## src/hw/tpr_pkg.sv

```systemverilog
// Shared constants and carrier types for the timer, prescaler and port block.
`default_nettype none

package tpr_pkg;

  // ==========================================================================
  // Clock and instruction cycle
  // ==========================================================================
  localparam int          CLK_PERIOD_NS  = 4;     // Oscillator period in ns.
  localparam int          PHASE_COUNT    = 4;     // Phases per instr cycle.
  localparam logic [1:0]  PHASE_FIRST    = 2'h0;  // First phase of a cycle.
  localparam logic [1:0]  PHASE_TWO      = 2'h1;  // Second phase.
  localparam logic [1:0]  PHASE_FOUR     = 2'h3;  // Last phase of a cycle.

  // ==========================================================================
  // External clock limits, kept by the source driving the pin
  // ==========================================================================
  localparam int EXT_NOPRE_MARGIN_NS = 20;  // Margin on each level, no divider.
  localparam int EXT_PRE_MARGIN_NS   = 40;  // Margin on the period, divider.
  // Least high or low time without the divider, in clock cycles.
  localparam int EXT_NOPRE_LEVEL_CYC =
    (2 * CLK_PERIOD_NS + EXT_NOPRE_MARGIN_NS + CLK_PERIOD_NS - 1)
    / CLK_PERIOD_NS;
  // Least period with the divider (before dividing by the ratio), in cycles.
  localparam int EXT_PRE_PERIOD_CYC =
    (4 * CLK_PERIOD_NS + EXT_PRE_MARGIN_NS + CLK_PERIOD_NS - 1)
    / CLK_PERIOD_NS;

  // ==========================================================================
  // Registers
  // ==========================================================================
  localparam logic [7:0] COUNT_REG_ADDR  = 8'h01;  // Address of count register.
  localparam logic [7:0] CONFIG_RESET    = 8'hFF;  // Configuration at reset.
  localparam logic [5:0] DIRECTION_RESET = 6'h3F;  // All pins input at reset.
  localparam logic [7:0] PRESC_RESET     = 8'h00;  // Prescaler at reset.
  localparam logic [1:0] INHIBIT_CYCLES  = 2'h2;   // Cycles held after write.
  localparam int         SHARED_PIN_IDX  = 2;      // Pin shared with timer clk.
  localparam int         INPUT_ONLY_IDX  = 3;      // Pin with no driver.
  localparam int         PORT_WIDTH      = 6;      // Implemented port pins.

  // Configuration register layout, bit 7 down to bit 0.
  typedef struct packed {
    logic       wake_change_disable;    // Bit 7, passed out to the port.
    logic       pullup_disable;         // Bit 6, passed out to the port.
    logic       clock_source_select;    // Bit 5, 1 selects the pin.
    logic       external_edge_select;   // Bit 4, 1 selects falling edges.
    logic       prescaler_assign;       // Bit 3, 1 gives it to the watchdog.
    logic [2:0] prescale_ratio;         // Bits 2..0.
  } tpr_cfg_s;

  // One port request from the processor for the current instruction cycle.
  typedef struct packed {
    logic       write;     // Whole port write of data.
    logic       bit_op;    // Read-modify-write of one bit.
    logic       bit_set;   // Value for the bit operation.
    logic [2:0] bit_idx;   // Bit addressed by the bit operation.
    logic [5:0] data;      // Data for a whole port write.
  } tpr_port_req_s;

endpackage

`default_nettype wire

```

## src/hw/tpr_core.sv

```systemverilog
// Timer counter, shared prescaler and port access timing in one core.
`timescale 1ns/100ps
`default_nettype none

module tpr_core (
  input  wire logic                   clk,
  input  wire logic                   resetn,
  input  wire logic                   count_wr,
  input  wire logic [7:0]             count_wr_data,
  output logic      [7:0]             count_rd_data,
  input  wire logic                   config_wr,
  input  wire logic [7:0]             config_wr_data,
  input  wire logic                   direction_wr,
  input  wire logic [5:0]             direction_wr_data,
  input  wire logic                   watchdog_clear_op,
  input  wire logic                   dog_tick_in,
  output logic                        dog_tick_out,
  input  wire tpr_pkg::tpr_port_req_s port_req,
  output logic      [5:0]             port_rd_data,
  input  wire logic [5:0]             port_pin_in,
  output logic      [5:0]             port_pin_out,
  output logic      [5:0]             port_pin_oe,
  output logic      [1:0]             phase,
  output logic                        pullup_disable,
  output logic                        wake_change_disable
);

  // ==========================================================================
  // Helper function
  // ==========================================================================
  // Ones in the low n bits; used for both the counter and watchdog ratios.
  function automatic logic [7:0] low_mask(input logic [3:0] n);
    logic [8:0] wide;
    wide = (9'h001 << n) - 9'h001;
    return wide[7:0];
  endfunction

  // ==========================================================================
  // State
  // ==========================================================================
  tpr_pkg::tpr_cfg_s cfg;           // Write-only configuration register.
  logic [5:0]        direction;     // Write-only direction register.
  logic [7:0]        presc;         // Shared prescaler, never visible.
  logic [1:0]        inhibit;       // Cycles of counting still held off.
  logic [5:0]        pin_s1;        // First synchroniser stage.
  logic [5:0]        pin_s2;        // Second synchroniser stage.
  logic [5:0]        pin_s3;        // Third synchroniser stage.
  logic [5:0]        pin_level;     // Pin levels once stages two, three agree.
  logic              edge_level_d;  // Previous edge-adjusted timer pin level.
  logic              ext_sample;    // Timer path sampled on phases two, four.
  logic              ext_sample_d;  // Previous sample, for the rising test.

  // ==========================================================================
  // Decode, continuous
  // ==========================================================================
  wire        take        = (phase == tpr_pkg::PHASE_FOUR);
  wire        to_counter  = ~cfg.prescaler_assign;
  wire        from_pin    = cfg.clock_source_select;
  // Edge select inverts the pin so that the chosen edge always rises.
  wire        edge_level  = pin_level[tpr_pkg::SHARED_PIN_IDX]
                            ^ cfg.external_edge_select;
  wire        pin_edge    = edge_level & ~edge_level_d;
  wire [3:0]  tmr_shift   = {1'b0, cfg.prescale_ratio} + 4'h1;
  wire [3:0]  dog_shift   = {1'b0, cfg.prescale_ratio};
  wire [7:0]  tmr_mask    = low_mask(tmr_shift);
  wire [7:0]  dog_mask    = low_mask(dog_shift);
  // Divider output bit: high in the upper half of each divided period.
  wire        presc_out   = presc[cfg.prescale_ratio];
  wire        cycle_tick  = take;
  // The prescaler counts whichever source it is assigned to.
  wire        presc_in    = to_counter ? (from_pin ? pin_edge : cycle_tick)
                                       : dog_tick_in;
  wire        clr_by_wr   = take & count_wr & to_counter;
  wire        clr_by_dog  = take & watchdog_clear_op
                            & cfg.prescaler_assign;
  // Level fed to the phase sampler: the edge-adjusted pin or the divider output.
  wire        ext_level   = to_counter ? presc_out : edge_level;
  wire        ext_rise    = ext_sample & ~ext_sample_d;
  wire        int_inc     = to_counter
                            ? (cycle_tick & ((presc & tmr_mask) == tmr_mask))
                            : cycle_tick;
  wire        any_inc     = (from_pin ? ext_rise : int_inc)
                            & (inhibit == 2'h0);
  wire [7:0]  count_inc   = count_rd_data + 8'h01;
  wire [7:0]  presc_inc   = presc + 8'h01;
  wire        dog_fire    = cfg.prescaler_assign
                            ? (dog_tick_in & ((presc & dog_mask) == dog_mask))
                            : dog_tick_in;

  // Read-modify-write: start from pin levels seen at the start of the cycle,
  // so input pins get their present level copied into their latches.
  logic [5:0] rmw_value;
  always_comb begin
    rmw_value = port_rd_data;
    if (port_req.bit_idx < 3'(tpr_pkg::PORT_WIDTH)) begin
      rmw_value[port_req.bit_idx] = port_req.bit_set;
    end
  end

  wire [5:0] next_latch = port_req.bit_op ? rmw_value
                        : (port_req.write ? port_req.data : port_pin_out);
  wire       latch_load = take & (port_req.bit_op | port_req.write);

  // Driver enables: direction zero drives (never pin three), pin-clock mode frees pin two.
  logic [5:0] next_oe;
  always_comb begin
    next_oe = ~direction;
    next_oe[tpr_pkg::INPUT_ONLY_IDX] = 1'b0;
    if (from_pin) begin
      next_oe[tpr_pkg::SHARED_PIN_IDX] = 1'b0;
    end
  end

  wire [7:0] next_presc = (clr_by_wr | clr_by_dog) ? tpr_pkg::PRESC_RESET
                        : (presc_in ? presc_inc : presc);

  // ==========================================================================
  // Instruction cycle phase
  // ==========================================================================
  // Each clock is one oscillator phase; four make one instruction cycle.
  always_ff @(posedge clk or negedge resetn) begin
    if (!resetn) begin
      phase <= tpr_pkg::PHASE_FIRST;
    end else begin
      phase <= phase + 2'h1;
    end
  end

  // ==========================================================================
  // Configuration and direction registers
  // ==========================================================================
  // Both registers load at the end of the instruction that writes them.
  always_ff @(posedge clk or negedge resetn) begin
    if (!resetn) begin
      cfg       <= tpr_pkg::CONFIG_RESET;
      direction <= tpr_pkg::DIRECTION_RESET;
    end else begin
      if (take && config_wr) begin
        cfg <= config_wr_data;
      end
      if (take && direction_wr) begin
        direction <= direction_wr_data;
      end
    end
  end

  // Side bits of the configuration leave as registered levels.
  always_ff @(posedge clk or negedge resetn) begin
    if (!resetn) begin
      pullup_disable      <= 1'b1;
      wake_change_disable <= 1'b1;
    end else begin
      pullup_disable      <= cfg.pullup_disable;
      wake_change_disable <= cfg.wake_change_disable;
    end
  end

  // ==========================================================================
  // Pin synchroniser
  // ==========================================================================
  // Three stages; a level counts only once stages two and three agree, so a
  // single metastable resolution cannot produce a false edge.
  always_ff @(posedge clk or negedge resetn) begin
    if (!resetn) begin
      pin_s1    <= 6'h00;
      pin_s2    <= 6'h00;
      pin_s3    <= 6'h00;
      pin_level <= 6'h00;
    end else begin
      pin_s1    <= port_pin_in;
      pin_s2    <= pin_s1;
      pin_s3    <= pin_s2;
      pin_level <= (pin_s2 & ~(pin_s2 ^ pin_s3))
                 | (pin_level & (pin_s2 ^ pin_s3));
    end
  end

  // ==========================================================================
  // Timer pin edge and phase sampling
  // ==========================================================================
  // The timer path is sampled only on phases two and four, which is what
  // bounds the least pin high and low times on the source side.
  always_ff @(posedge clk or negedge resetn) begin
    if (!resetn) begin
      // Reset to the idle edge level of the reset configuration (falling
      // edge select, pin low reads high), so leaving reset is no edge.
      edge_level_d <= 1'b1;
      ext_sample   <= 1'b1;
      ext_sample_d <= 1'b1;
    end else begin
      edge_level_d <= edge_level;
      if (phase == tpr_pkg::PHASE_TWO || phase == tpr_pkg::PHASE_FOUR) begin
        ext_sample <= ext_level;
      end
      ext_sample_d <= ext_sample;
    end
  end

  // ==========================================================================
  // Prescaler
  // ==========================================================================
  // One counter for both users; clearing follows whichever owns it.
  always_ff @(posedge clk or negedge resetn) begin
    if (!resetn) begin
      presc <= tpr_pkg::PRESC_RESET;
    end else begin
      presc <= next_presc;
    end
  end

  // Watchdog tick after division while it owns the prescaler, passed through undivided otherwise.
  always_ff @(posedge clk or negedge resetn) begin
    if (!resetn) begin
      dog_tick_out <= 1'b0;
    end else begin
      dog_tick_out <= dog_fire;
    end
  end

  // ==========================================================================
  // Count register
  // ==========================================================================
  // A write wins over an increment in the same cycle and arms the hold-off;
  // software that wants exact time must write an adjusted value.
  always_ff @(posedge clk or negedge resetn) begin
    if (!resetn) begin
      count_rd_data <= 8'h00;
      inhibit       <= 2'h0;
    end else begin
      if (take && count_wr) begin
        count_rd_data <= count_wr_data;
        inhibit       <= tpr_pkg::INHIBIT_CYCLES;
      end else begin
        if (any_inc) begin
          count_rd_data <= count_inc;
        end
        if (take && inhibit != 2'h0) begin
          inhibit <= inhibit - 2'h1;
        end
      end
    end
  end

  // ==========================================================================
  // Port latches, driver enables and read snapshot
  // ==========================================================================
  // Pins are sampled in the first phase; latches change at cycle end. A read
  // right after a write therefore sees the old pin level.
  always_ff @(posedge clk or negedge resetn) begin
    if (!resetn) begin
      port_pin_out <= 6'h00;
      port_pin_oe  <= 6'h00;
      port_rd_data <= 6'h00;
    end else begin
      if (latch_load) begin
        port_pin_out <= next_latch;
      end
      port_pin_oe <= next_oe;
      if (phase == tpr_pkg::PHASE_FIRST) begin
        port_rd_data <= pin_level;
      end
    end
  end

  logic [7:0] last_wr_data;  // Value of the latest taken count write.
  always_ff @(posedge clk or negedge resetn) begin
    if (!resetn) begin
      last_wr_data <= 8'h00;
    end else if (take && count_wr) begin
      last_wr_data <= count_wr_data;
    end
  end
endmodule

`default_nettype wire

```

## config.mk

```make
export PLATFORM = sky130hd
export DESIGN_NAME = tpr_core
export DESIGN_NICKNAME = d
export VERILOG_FILES = /design/src/hw/tpr_pkg.sv /design/src/hw/tpr_core.sv
export SDC_FILE = /design/constraint.sdc
export NUM_CORES = 1
export LEC_CHECK = 0
export BUFFER_PORTS_ARGS = -buffer_cell sky130_fd_sc_hd__buf_4
export CORE_MARGIN = 3
export CORE_UTILIZATION = 43
export DETAILED_ROUTE_END_ITERATION = 8
export GPL_ROUTABILITY_DRIVEN = 0
export PLACE_DENSITY = 0.66
export REMOVE_ABC_BUFFERS = 1
export SLEW_MARGIN = 0
export SYNTH_ARGS = -nofsm -noshare
export SYNTH_HDL_FRONTEND = slang
export SYNTH_SLANG_ARGS = --single-unit
```

## constraint.sdc

```tcl
create_clock -name clk -period 6.05 [get_ports clk]
set_input_delay 1.21 -clock clk [delete_from_list [all_inputs] [get_ports clk]]
set_output_delay 1.21 -clock clk [all_outputs]
set_load 0.005 [all_outputs]
```

==> flow_summary_export.csv <==
group,metric,value,unit
global_routing,grt_pass1_wl,13100,um
worst_setup_path,worstPathArrival,3.92,ns
yosys,yosysSeqAreaShare,53.2,%
yosys,synthArstFlopShare,100,%
die,fp.dieW,100,um
die,fp.coreArea,8380,sq um
power,p_leak,2.08,nW
yosys,ys.flop_type,"dfrtp_1",
finish,diodes,0,
cts,cts_root_buffer,"clkbuf_8",
timing,drv_slew,0,
timing,finalSetupViolations,0,
die,ios,78,
routing,drt_iter0_drc,177,
yosys,postSynthRegisterBits,80,
worst_setup_path,worst_path_max_delay_cell,"dfstp_2",
yosys,syn-mean-instance-area,10.9,sq um
routing,wl_met2,3820,um
power,peakVddDrop,0.149,mV
finish,area_growth,21.6,%
cts,cts_setup_buffers,0,
yosys,synth-edff-count,0,
cts,cts.htree.levels,3,
status,run_status,"complete, no violations",
die,num_rows,33,
timing,period_needed,3.68,ns
global_routing,grt_pass1_vias,2770,
worst_setup_path,startpoint_type,"flip-flop",
yosys,syn_area,3800,sq um
cts,cts_resized,0,
cts,cts.sinks,80,
worst_setup_path,cp-end-kind,"flip-flop",
timing,fin_skew,0.0110,ns
global_routing,grt_antenna_before_repair,0,
timing,fmaxAchievable,0.272,GHz
routing,wl_met1,3350,um
routing,drt_wl_total,7790,um
worst_setup_path,path_common_cell,"ha_1",
finish,fin_nets,475,
cts,postCtsHoldBufs,0,
timing,hold_violations,0,
yosys,synthCells,350,
timing,timing.slew.headroom,36.2,%
yosys,ys_warn_count,0,
worst_setup_path,slowest_delay,0.76,ns
die,initial_core_util,45.4,%
worst_setup_path,cp_top_family,"simple AND/OR/NAND/NOR gates",
timing,fin_ws,2.37,ns
timing,finalSetupTns,0,ns
timing,max_slew.worst_pin.slew,0.956,ns
finish,drive_above_1_share,31.5,%
placement,dp_hpwl,5550,um
worst_setup_path,crit_buf_inv,1,
global_routing,grt_max_degree,81,
worst_setup_path,reg2reg_slack,2.37,ns
routing,drc,0,
routing,routed.top_layer,"met4",
cts,clock_latency,0.35,ns
routing,routedWlPerCell,14.8,um
worst_setup_path,crit_path_max_fanout,23,
routing,firstDrtPassIters,4,
cts,cts_tree,"built",
timing,period_share,60.8,%
worst_hold_path,hold_class,"reg2reg",
worst_setup_path,critPathKind,"reg2reg",
timing,rsz0062_at_grt,"no",
routing,vias,2799,
routing,met3_length,492,um
routing,ant_nets,0,
worst_setup_path,path_cells,"nand2_1 -> inv_1 -> ha_1 -> nand2b_1 -> or2_2 -> ha_1 -> or4b_1 -> a21oi_1 -> a221o_2 -> o31ai_4 -> and2_4 -> a221o_1",
die,die_area,10000,sq um
placement,io_buffers,75,
cts,path_clk_slew,0.09,ns
job,drv_cap,0,
cts,cts_buffers,9,
die,fp.dieH,100,um
yosys,synthDistinctLibCells,57,
global_routing,grt_overflow,0,
power,power_density,316,nW/um^2
cts,clk_path_buf_depth,2,
placement,dp_worst_setup_slack,2.40,ns
routing,vias_per_cell,5.31,
global_routing,grt.total_usage,16.3,%
worst_setup_path,cp.required,6.29,ns
==> final timing paths <==
kind,startpoint,endpoint,cells past startpoint
setup / recovery,cfg[1]$_DFFE_PN1P_,count_rd_data[0]$_DFFE_PN0P_,12
hold / removal,pin_s1[0]$_DFF_PN0_,pin_s2[0]$_DFF_PN0_,0
setup reg to reg,cfg[1]$_DFFE_PN1P_,count_rd_data[0]$_DFFE_PN0P_,12
hold reg to reg,pin_s1[0]$_DFF_PN0_,pin_s2[0]$_DFF_PN0_,0
max in group asynchronous,resetn,count_rd_data[6]$_DFFE_PN0P_,1
min in group asynchronous,resetn,port_rd_data[4]$_DFFE_PN0N_,1
==> final cells by class <==
class                      count  area (sq um)
clock buffer                   9           124
clock inverter                 6          90.1
fill                         763          3760
inverter                      18          67.6
multi-input combinational    234          1620
sequential                    80          2020
tap                          105           131
timing repair buffer          75           563
==> metrics by stage <==
stage	hold slack [ns]	cells	area [sq um]	total power [mW]	utilization (%)
after floorplan	0.331	332	3710	0.888	-
after global placement	0.335	512	4410	1.02	52.6
after detailed placement	0.336	512	4410	1.04	52.6
after CTS	0.348	527	4620	1.48	55.2
after global routing	0.363	527	4620	1.55	55.2
final	0.346	527	4620	1.46	55.2
==> worst register-to-register path, cell delays in order, from the launching register on <==
cell and delay [ns]:
dfstp_2 0.76, nand2_1 0.15, inv_1 0.15, ha_1 0.35, nand2b_1 0.16, or2_2 0.30
ha_1 0.26, or4b_1 0.49, a21oi_1 0.16, a221o_2 0.15, o31ai_4 0.12, and2_4 0.23
a221o_1 0.29
==> per-layer routing <==
layer | global-route usage [%] | vias up
met5 | 0 | -
met4 | 6.01 | 0
met3 | 4.52 | 15
met2 | 26.9 | 79
met1 | 20.7 | 1349
li1 | - | 1356
==> layout by cell type, fill, tap and decap left out, drive strengths merged, types with 3 or more instances in the layout <==
master	Yosys	final
and3	3	3
or3	4	4
nand3	11	11
maj3	6	6
nand3b	3	3
a31oi	6	6
nand2	28	28
o22ai	4	4
mux2	19	19
mux2i	10	10
o221ai	3	3
clkbuf	10	9
nor2	25	25
dfrtp	62	62
dfstp	18	18
a21oi	18	18
xnor2	6	6
nor2b	3	3
nor3	4	4
nor3b	3	3
nand2b	10	10
xor2	4	4
ha	10	10
inv	18	21
o21ai	22	22
buf	8	75
==> sequential cells by signal, indices dropped and copies added (netlist names), 5 cells and up, named ones only <==
name and count:
count_rd_data 8, pin_s3 6, presc 8, port_rd_data 6, pin_s1 6, direction 5
port_pin_out 6, cfg 7, port_pin_oe 5, pin_s2 6
==> synthesized netlist by cell type (4+ instances only) <==
cell type | count | share of area (%)
maj3_1 | 6 | 1.6
nand3_1 | 11 | 1.4
o21ai_0 | 21 | 2.8
dfrtp_1 | 62 | 41
nand2b_1 | 10 | 1.6
ha_1 | 10 | 3.3
mux2i_1 | 10 | 2.6
xor2_1 | 4 | 0.92
inv_1 | 18 | 1.8
nor2_1 | 25 | 2.5
a31oi_1 | 6 | 0.99
dfstp_2 | 18 | 12
nor3_1 | 4 | 0.53
a21oi_1 | 18 | 2.4
o22ai_1 | 4 | 0.66
clkbuf_1 | 9 | 0.89
mux2_2 | 19 | 5.6
xnor2_1 | 6 | 1.4
nand2_1 | 28 | 2.8
or3_1 | 4 | 0.66
==> report_power, final <==
group,total [mW],switching (mW),internal (mW)
logic,0.319,0.147,0.171
registers,0.708,0.0871,0.621
clock network,0.432,0.199,0.233
==> cells by family (layout without fill, tap and decap cells) <==
family          Yosys count  in the layout  share of synthesized area (%)
mux                      31             31                           9.44
compound gates           74             74                           12.7
fa+ha+maj                16             16                           4.87
other cells               1              1                         0.0986
buf+inv                  36            108                           4.08
simple gates            102            102                           13.3
xor+xnor                 10             10                           2.30
flops                    80             80                           53.2
(Power assumes the default switching activity.)
